===== src/core/pwr_seq_regs.vh =====
// constants for the power-state sequencer
`ifndef PWR_SEQ_REGS_VH
`define PWR_SEQ_REGS_VH

// ----------------------------------------------------------------
// host command prefix and command codes
// ----------------------------------------------------------------
`define CMD_PREFIX_HOST 2'h1
`define CMD_ACTIVE 8'h00
`define CMD_STANDBY 8'h41
`define CMD_SLEEP 8'h42
`define CMD_PWRDOWN 8'h43
`define CMD_RST_PULSE 8'h68
`define CMD_PD_PIN_STATE 8'h70

// ----------------------------------------------------------------
// state encodings
// ----------------------------------------------------------------
`define ST_SLEEP 3'h0
`define ST_BOOT 3'h1
`define ST_ACTIVE 3'h2
`define ST_STANDBY 3'h3
`define ST_PWRDOWN 3'h4

// ----------------------------------------------------------------
// timing, in microseconds and in clock rate; pin-state width and reset value
// ----------------------------------------------------------------
`define CLK_HZ 40000000
`define PD_PULSE_US 5000
`define BOOT_MAX_US 300000
`define PD_STATE_W 8
`define PD_STATE_RST 8'h00

`endif


===== src/core/power_state_sequencer.v =====
// power-state and reset sequencer for the video engine core
`default_nettype none
`include "pwr_seq_regs.vh"

// Behaviour
// - host irq follows touch irq when not active or booting
// - power-on reset clears all core state
// - start in sleep until activate command (standby and powerdown commands also leave sleep)
// - engines enabled only in active state
// - commands select low-power states; pin forces powerdown from active
// - active keeps oscillator, pll, engine clock on
// - standby keeps pll, gates engine clock, retains
// - sleep stops oscillator, pll, engine clock, retains
// - powerdown stops clocks, command port stays alive
// - leave powerdown: pin high, then activate
// - powerdown exit resets globally, keeps pin-state setting
// - standby wake gives immediate access
// - reset on por, 5ms pin pulse, reset command (pulse only in active or standby; active pin low past 5ms forces powerdown)
// - after reset sleep; activate boots within 300ms
// - pins hold levels into standby or sleep
// - command sets pin states for powerdown
// - host commands use serial prefix 01
module power_state_sequencer #(
  parameter integer BOOT_CYCLES = (`BOOT_MAX_US / 1000) * (`CLK_HZ / 1000),
  parameter integer PD_PULSE_CYCLES =
    (`PD_PULSE_US / 1000) * (`CLK_HZ / 1000),
  parameter integer CNT_W = 24
) (
  // clock, reset, enable
  input wire clk,
  input wire nrst,
  input wire clk_en,
  // decoded host command from the serial port
  input wire cmd_valid,
  input wire [1:0] cmd_prefix,
  input wire [7:0] cmd_code,
  input wire [7:0] cmd_param,
  // boot progress from the core
  input wire boot_done,
  // pins
  input wire powerdown_pin_n,
  input wire touch_panel_irq_n,
  input wire core_irq_n,
  // clock and power controls
  output reg osc_en,
  output reg pll_en,
  output reg sys_clk_en,
  output reg engines_en,
  output reg engines_pwr_on,
  output reg global_reset,
  output reg pin_hold,
  output reg host_irq_n,
  output reg booting,
  output reg [`PD_STATE_W-1:0] pd_pin_state,
  output reg [2:0] pwr_state
);

  // ----------------------------------------------------------------
  // state and counters
  // ----------------------------------------------------------------
  reg [2:0] state_q;
  reg [2:0] state_d;
  reg [CNT_W-1:0] boot_cnt_q;
  reg [CNT_W-1:0] pd_cnt_q;
  reg pd_pin_q;
  reg [`PD_STATE_W-1:0] pd_state_q;
  reg rst_req;

  wire host_cmd = cmd_valid && (cmd_prefix == `CMD_PREFIX_HOST);
  // boot also ends at the time budget if the core never reports done
  wire boot_timeout = (boot_cnt_q == BOOT_CYCLES[CNT_W-1:0] - 1'b1);
  // a pin pulse counts on its rising edge once it was low long enough;
  // the counter saturates so a long hold cannot wrap below the limit
  wire pd_pulse_seen = !pd_pin_q && powerdown_pin_n &&
    (pd_cnt_q >= PD_PULSE_CYCLES[CNT_W-1:0]);

  // ----------------------------------------------------------------
  // next-state logic
  // ----------------------------------------------------------------
  always @* begin
    state_d = state_q;
    rst_req = 1'b0;
    case (state_q)
      `ST_SLEEP: begin
        if (host_cmd && cmd_code == `CMD_ACTIVE) begin
          state_d = `ST_BOOT;
        end else if (host_cmd && cmd_code == `CMD_PWRDOWN) begin
          state_d = `ST_PWRDOWN;
        end else if (host_cmd && cmd_code == `CMD_STANDBY) begin
          state_d = `ST_STANDBY;
        end
      end
      `ST_BOOT: begin
        if (boot_done || boot_timeout) begin
          state_d = `ST_ACTIVE;
        end
      end
      `ST_ACTIVE: begin
        if (!powerdown_pin_n && pd_cnt_q >= PD_PULSE_CYCLES[CNT_W-1:0]) begin
          state_d = `ST_PWRDOWN;
        end else if (host_cmd && cmd_code == `CMD_STANDBY) begin
          state_d = `ST_STANDBY;
        end else if (host_cmd && cmd_code == `CMD_SLEEP) begin
          state_d = `ST_SLEEP;
        end else if (host_cmd && cmd_code == `CMD_PWRDOWN) begin
          state_d = `ST_PWRDOWN;
        end
      end
      `ST_STANDBY: begin
        if (host_cmd && cmd_code == `CMD_ACTIVE) begin
          state_d = `ST_ACTIVE;
        end else if (host_cmd && cmd_code == `CMD_SLEEP) begin
          state_d = `ST_SLEEP;
        end else if (host_cmd && cmd_code == `CMD_PWRDOWN) begin
          state_d = `ST_PWRDOWN;
        end
      end
      `ST_PWRDOWN: begin
        if (host_cmd && cmd_code == `CMD_ACTIVE && powerdown_pin_n) begin
          state_d = `ST_BOOT;
          rst_req = 1'b1;
        end
      end
      default: begin
        state_d = `ST_SLEEP;
      end
    endcase
    // reset sources come last so they win over any command this cycle
    if (host_cmd && cmd_code == `CMD_RST_PULSE) begin
      state_d = `ST_SLEEP;
      rst_req = 1'b1;
    end
    if (pd_pulse_seen &&
        (state_q == `ST_ACTIVE || state_q == `ST_STANDBY)) begin
      state_d = `ST_SLEEP;
      rst_req = 1'b1;
    end
  end

  // ----------------------------------------------------------------
  // registers
  // ----------------------------------------------------------------
  always @(posedge clk or negedge nrst) begin
    if (!nrst) begin
      state_q <= `ST_SLEEP;
      boot_cnt_q <= {CNT_W{1'b0}};
      pd_cnt_q <= {CNT_W{1'b0}};
      pd_pin_q <= 1'b1;
    end else if (clk_en) begin
      state_q <= state_d;
      pd_pin_q <= powerdown_pin_n;
      if (state_q == `ST_BOOT) begin
        boot_cnt_q <= boot_cnt_q + 1'b1;
      end else begin
        boot_cnt_q <= {CNT_W{1'b0}};
      end
      if (!powerdown_pin_n) begin
        if (pd_cnt_q != {CNT_W{1'b1}}) begin
          pd_cnt_q <= pd_cnt_q + 1'b1;
        end
      end else begin
        pd_cnt_q <= {CNT_W{1'b0}};
      end
    end
  end

  // ----------------------------------------------------------------
  // powerdown pin-state setting
  // ----------------------------------------------------------------
  // only nrst clears this: global resets must leave it alone
  always @(posedge clk or negedge nrst) begin
    if (!nrst) begin
      pd_state_q <= `PD_STATE_RST;
    end else if (clk_en) begin
      if (host_cmd && cmd_code == `CMD_PD_PIN_STATE) begin
        pd_state_q <= cmd_param;
      end
    end
  end

  // ----------------------------------------------------------------
  // next-state decode shared by the output flops
  // ----------------------------------------------------------------
  // outputs are registered from state_d so they change on the same edge
  // as the state register instead of one cycle behind it
  wire nxt_sleep = (state_d == `ST_SLEEP);
  wire nxt_boot = (state_d == `ST_BOOT);
  wire nxt_active = (state_d == `ST_ACTIVE);
  wire nxt_standby = (state_d == `ST_STANDBY);
  wire nxt_pwrdown = (state_d == `ST_PWRDOWN);
  wire nxt_clocked = nxt_active || nxt_boot;
  wire nxt_pll_on = nxt_clocked || nxt_standby;

  // ----------------------------------------------------------------
  // status outputs
  // ----------------------------------------------------------------
  always @(posedge clk or negedge nrst) begin
    if (!nrst) begin
      pwr_state <= `ST_SLEEP;
    end else if (clk_en) begin
      pwr_state <= state_d;
    end
  end

  always @(posedge clk or negedge nrst) begin
    if (!nrst) begin
      booting <= 1'b0;
    end else if (clk_en) begin
      booting <= nxt_boot;
    end
  end

  always @(posedge clk or negedge nrst) begin
    if (!nrst) begin
      pd_pin_state <= `PD_STATE_RST;
    end else if (clk_en) begin
      pd_pin_state <= pd_state_q;
    end
  end

  always @(posedge clk or negedge nrst) begin
    if (!nrst) begin
      global_reset <= 1'b1;
    end else if (clk_en) begin
      global_reset <= rst_req;
    end
  end

  // ----------------------------------------------------------------
  // clock enables
  // ----------------------------------------------------------------
  // the oscillator runs through boot so the pll can lock before use
  always @(posedge clk or negedge nrst) begin
    if (!nrst) begin
      osc_en <= 1'b0;
    end else if (clk_en) begin
      osc_en <= nxt_pll_on;
    end
  end

  always @(posedge clk or negedge nrst) begin
    if (!nrst) begin
      pll_en <= 1'b0;
    end else if (clk_en) begin
      pll_en <= nxt_pll_on;
    end
  end

  always @(posedge clk or negedge nrst) begin
    if (!nrst) begin
      sys_clk_en <= 1'b0;
    end else if (clk_en) begin
      sys_clk_en <= nxt_clocked;
    end
  end

  // ----------------------------------------------------------------
  // engine controls
  // ----------------------------------------------------------------
  always @(posedge clk or negedge nrst) begin
    if (!nrst) begin
      engines_en <= 1'b0;
    end else if (clk_en) begin
      engines_en <= nxt_active;
    end
  end

  always @(posedge clk or negedge nrst) begin
    if (!nrst) begin
      engines_pwr_on <= 1'b1;
    end else if (clk_en) begin
      engines_pwr_on <= !nxt_pwrdown;
    end
  end

  // ----------------------------------------------------------------
  // pin hold and host interrupt
  // ----------------------------------------------------------------
  always @(posedge clk or negedge nrst) begin
    if (!nrst) begin
      pin_hold <= 1'b0;
    end else if (clk_en) begin
      pin_hold <= nxt_standby || nxt_sleep;
    end
  end

  // touch irq passes through while the engine clock is off so a touch can wake
  // the host
  always @(posedge clk or negedge nrst) begin
    if (!nrst) begin
      host_irq_n <= 1'b1;
    end else if (clk_en) begin
      if (nxt_clocked) begin
        host_irq_n <= core_irq_n;
      end else begin
        host_irq_n <= touch_panel_irq_n;
      end
    end
  end

endmodule // power_state_sequencer
`default_nettype wire


===== config.mk =====
export PLATFORM = sky130hd
export DESIGN_NAME = power_state_sequencer
export DESIGN_NICKNAME = d
export VERILOG_FILES = /design/src/core/power_state_sequencer.v
export VERILOG_INCLUDE_DIRS = /design/src /design/src/core
export SDC_FILE = /design/constraint.sdc
export NUM_CORES = 1
export LEC_CHECK = 0
export ABC_AREA = 1
export BUFFER_PORTS_ARGS = -buffer_cell sky130_fd_sc_hd__buf_2
export CELL_PAD_IN_SITES_DETAIL_PLACEMENT = 0
export CELL_PAD_IN_SITES_GLOBAL_PLACEMENT = 2
export CORE_UTILIZATION = 37
export DETAILED_ROUTE_END_ITERATION = 8
export GPL_ROUTABILITY_DRIVEN = 1
export PLACE_DENSITY_LB_ADDON = 0.1
export SETUP_SLACK_MARGIN = 0.05
export SLEW_MARGIN = 0
export SYNTH_ARGS = -nofsm -noshare
export SYNTH_HDL_FRONTEND = slang
export SYNTH_SLANG_ARGS = --single-unit

===== constraint.sdc =====
create_clock -name clk -period 3 [get_ports clk]
set_clock_uncertainty 0.1 [all_clocks]
set_input_delay 0.15 -clock clk [delete_from_list [all_inputs] [get_ports clk]]
set_output_delay 0.15 -clock clk [all_outputs]
set_load 0.01 [all_outputs]

==> flow_summary.json <==
{
  "worst-r2r-cell-count": 11,
  "grt_max_degree": 77,
  "drt_wl_total_um": 10700,
  "hold_path_end": "host_irq_n",
  "slowest_stage": "dfrtp_1",
  "synth_cells": 582,
  "violations": "DRC, hold timing",
  "power.density_nw_per_um2": 546,
  "fp.dieH_um": 111,
  "ant_nets": 0,
  "r2r_end": "pd_cnt_q[20]",
  "crit_path_max_fanout": 22,
  "clock.fmax_mhz": 448,
  "cts_tree": "built",
  "finalCritPeriodShare_pct": 74.4,
  "root_buffer": "clkbuf_16",
  "clk_path_buf_depth": 2,
  "synth-seq-cells": 76,
  "drv_cap": 0,
  "vdd_drop_max_mv": 0.310,
  "grt_pass1_vias": 3767,
  "finalCriticalPeriod_ps": 2230,
  "areaGrowthSynthToFinish_pct": 16.7,
  "syn_area_per_cell_sq_um": 7.56,
  "min_from": "core_irq_n",
  "cts_sinks": 76,
  "cts_htree_levels": 3,
  "n_antenna_cell": 0,
  "critPathLaunchType": "flop",
  "syn_nets": 611,
  "worstPathRequired_ps": 3120,
  "fill_cells": 1190,
  "status": "finished, violations left",
  "coreArea_sq_um": 11500,
  "drc": 2,
  "first_pass_iters": 6,
  "io_buffers": 45,
  "num_vias": 3849,
  "post_cts_resized": 0,
  "wl_per_cell_um": 13.7,
  "setup_violations": 0,
  "grt_pass1_wl_um": 18300,
  "place_ws_ps": 778,
  "synth_top_area_share_pct": 40.9,
  "fp.dieArea_sq_um": 12300,
  "final_nets": 663,
  "grt_usage_pct": 18.8,
  "synth-warning-count": 0,
  "max_stage_delay_ps": 380,
  "routabilityCongestion": 0.833,
  "io_pins": 46,
  "grt_overflow_total": 0,
  "drive_gt1_share_pct": 15.2,
  "setup_tns_ps": 0,
  "yosysUniqueCellTypes": 40,
  "worst_path_dominant_cell_family": "simple AND/OR/NAND/NOR gates",
  "ys.flop_type": "dfrtp_1",
  "drt_iter0_markers": 146,
  "critPathKind": "flop to flop",
  "rows": 39,
  "rsz0062_at_grt": "false",
  "cts-buffers-inserted": 9,
  "antenna_found_initial": 0,
  "slew_headroom_pct": 34.0,
  "hold_ws_ps": -5.67,
  "die_width_um": 111,
  "slew_violations": 0,
  "hold_viol_final": 1,
  "min_path_type": "input port to flop",
  "worst_pin_slew_ps": 989,
  "synth_area_leaders": "dfrtp_1, nand2_1, nand3_1",
  "crit_top_cell": "nand4_1",
  "dp_hpwl_um": 7700,
  "path_cells": "ha_1 > nand2_2 > nor2_4 > inv_2 > nor4_4 > nand4_1 > nand2_1 > buf_4 > inv_1 > nand4_1 > o21ai_1",
  "end_kind": "flop",
  "hold_path_depth": 5,
  "crit_buf_inv": 3,
  "via_per_inst": 4.93,
  "syn_area_sq_um": 4400,
  "setup_ws_ps": 769,
  "leakage_nw": 2.39,
  "clk_latency_ps": 340,
  "path_clk_slew_ps": 60,
  "reg2reg_slack_ps": 770,
  "synth_enable_flop_cells": 0,
  "initial_core_util_pct": 38.2,
  "async_reset_ff_share_pct": 100,
  "yosysTopAreaCell": "dfrtp_1",
  "ys_seq_area_share_pct": 43.3,
  "r2r-start": "pd_cnt_q[0]",
  "crit_arrival_ps": 2360
}
==> worst max-delay path by stage <==
stage	start	to	slack, ps	cells past startpoint
floorplan	boot_cnt_q[0]	boot_cnt_q[22]	1110	12
global placement	pd_cnt_q[4]	pd_cnt_q[20]	850	12
detailed placement	pd_cnt_q[0]	pd_cnt_q[0]	780	11
CTS	pd_cnt_q[0]	pd_cnt_q[0]	740	11
global route	boot_cnt_q[0]	boot_cnt_q[22]	580	12
finish	pd_cnt_q[0]	pd_cnt_q[20]	770	11
==> worst register-to-register path: stages, from the launching register on <==
cell and delay, ps:
dfrtp_1 380, ha_1 270, nand2_2 120, nor2_4 120
inv_2 60, nor4_4 170, nand4_1 120, nand2_1 110
buf_4 240, inv_1 220, nand4_1 120, o21ai_1 80
==> layout by cell type (no fill, tap or decap), types with 2 or more instances in the layout <==
| cell | Yosys | routed |
|---|---|---|
| nand2_1 | 152 | 152 |
| dfrtp_1 | 72 | 72 |
| inv_1 | 63 | 63 |
| nor2_1 | 63 | 63 |
| nand3_1 | 51 | 51 |
| buf_2 | 4 | 44 |
| nor3_1 | 20 | 20 |
| o21ai_0 | 20 | 20 |
| o31ai_1 | 17 | 17 |
| a21oi_1 | 16 | 16 |
| xor2_1 | 16 | 16 |
| nand4_1 | 12 | 12 |
| clkbuf_16 | 0 | 9 |
| dlygate4sd3_1 | 0 | 9 |
| mux2_2 | 8 | 8 |
| o21ai_1 | 8 | 8 |
| nor2_2 | 6 | 6 |
| buf_4 | 3 | 6 |
| xnor2_1 | 4 | 4 |
| dfstp_2 | 4 | 4 |
| nor4_1 | 3 | 3 |
| inv_2 | 3 | 3 |
| nand2_2 | 3 | 3 |
| nor2_4 | 3 | 3 |
| ha_1 | 3 | 3 |
| inv_6 | 0 | 3 |
| nand3_2 | 2 | 2 |
| a211oi_1 | 2 | 2 |
| nor3b_1 | 2 | 2 |
==> metrics by stage <==
step                hold WS, ps  instances  utilization (%)  instance area, sq um  total power (W)
floorplan                  -246        582                -                  4400          0.00152
global placement            280        757             41.2                  4750          0.00170
detailed placement          286        757             41.2                  4750          0.00171
finish                    -5.67        781             44.6                  5130          0.00280
global route               32.2        781             44.6                  5130          0.00297
CTS                      0.0825        781             44.6                  5130          0.00285
==> routing by layer <==
| layer | track usage, % | routed length (um) | up-vias | share of wire, % |
|---|---|---|---|---|
| li1 | - | - | 2006 | - |
| met1 | 25.0 | 5330 | 1785 | 50 |
| met2 | 30.5 | 4900 | 45 | 46 |
| met3 | 3.23 | 272 | 13 | 2.5 |
| met4 | 7.30 | 175 | 0 | 1.6 |
| met5 | 0 | 0 | - | 0 |
==> synthesized netlist by cell type (all sizes together), types with 2 or more instances <==
master	instances
nand2	155
dfrtp	72
nor2	72
inv	66
nand3	53
o21ai	28
nor3	21
o31ai	17
a21oi	16
xor2	16
nand4	13
buf	11
mux2	8
clkbuf	7
dfstp	4
nor4	4
xnor2	4
ha	3
a211oi	2
nor3b	2
==> final cells by class <==
class,count,area (sq um),area share [%]
Clock buffer,9,225,4.39
Clock inverter,6,72.6,1.41
Inverter,66,248,4.82
Multi-Input combinational cell,422,2150,41.8
Sequential cell,76,1910,37.1
Tap cell,143,179,3.48
Timing Repair Buffer,59,355,6.92
==> cells by family (layout without fill, tap and decap cells) <==
group	count (synthesis)	after routing	synth area share, %
adders and majority gates	3	3	0.853
muxes	8	8	2.05
and+or+nand+nor	325	325	33.2
AOI/OAI and AO/OA	66	66	8.76
buffers and inverters	84	140	7.87
xor gates and xnor gates	20	20	3.98
DFF	76	76	43.3
==> registers in the layout, indices dropped and copies added, names as in the netlist <==
| name | count |
|---|---|
| engines_en | 1 |
| sys_clk_en | 1 |
| pin_hold | 1 |
| booting | 1 |
| pd_pin_q | 1 |
| host_irq_n | 1 |
| pd_pin_state | 8 |
| pd_cnt_q | 24 |
| pwr_state | 3 |
| pd_state_q | 8 |
| boot_cnt_q | 24 |
| engines_pwr_on | 1 |
| global_reset | 1 |
| pll_en | 1 |
==> power by group <==
| part | internal, W | switching [W] | leakage (nW) | total [W] |
|---|---|---|---|---|
| registers | 0.00111 | 0.0000575 | 1.03 | 0.00117 |
| logic | 0.000182 | 0.000338 | 1.21 | 0.000521 |
| clock network | 0.000650 | 0.000466 | 0.143 | 0.00112 |
==> repair_timing <==
action / in CTS / in global routing
hold buffers: 9 / 0
buffers inserted: 0 / 0
endpoints found under the hold margin: 80 / 0
No activity file was read; power rests on OpenSTA's default activity.
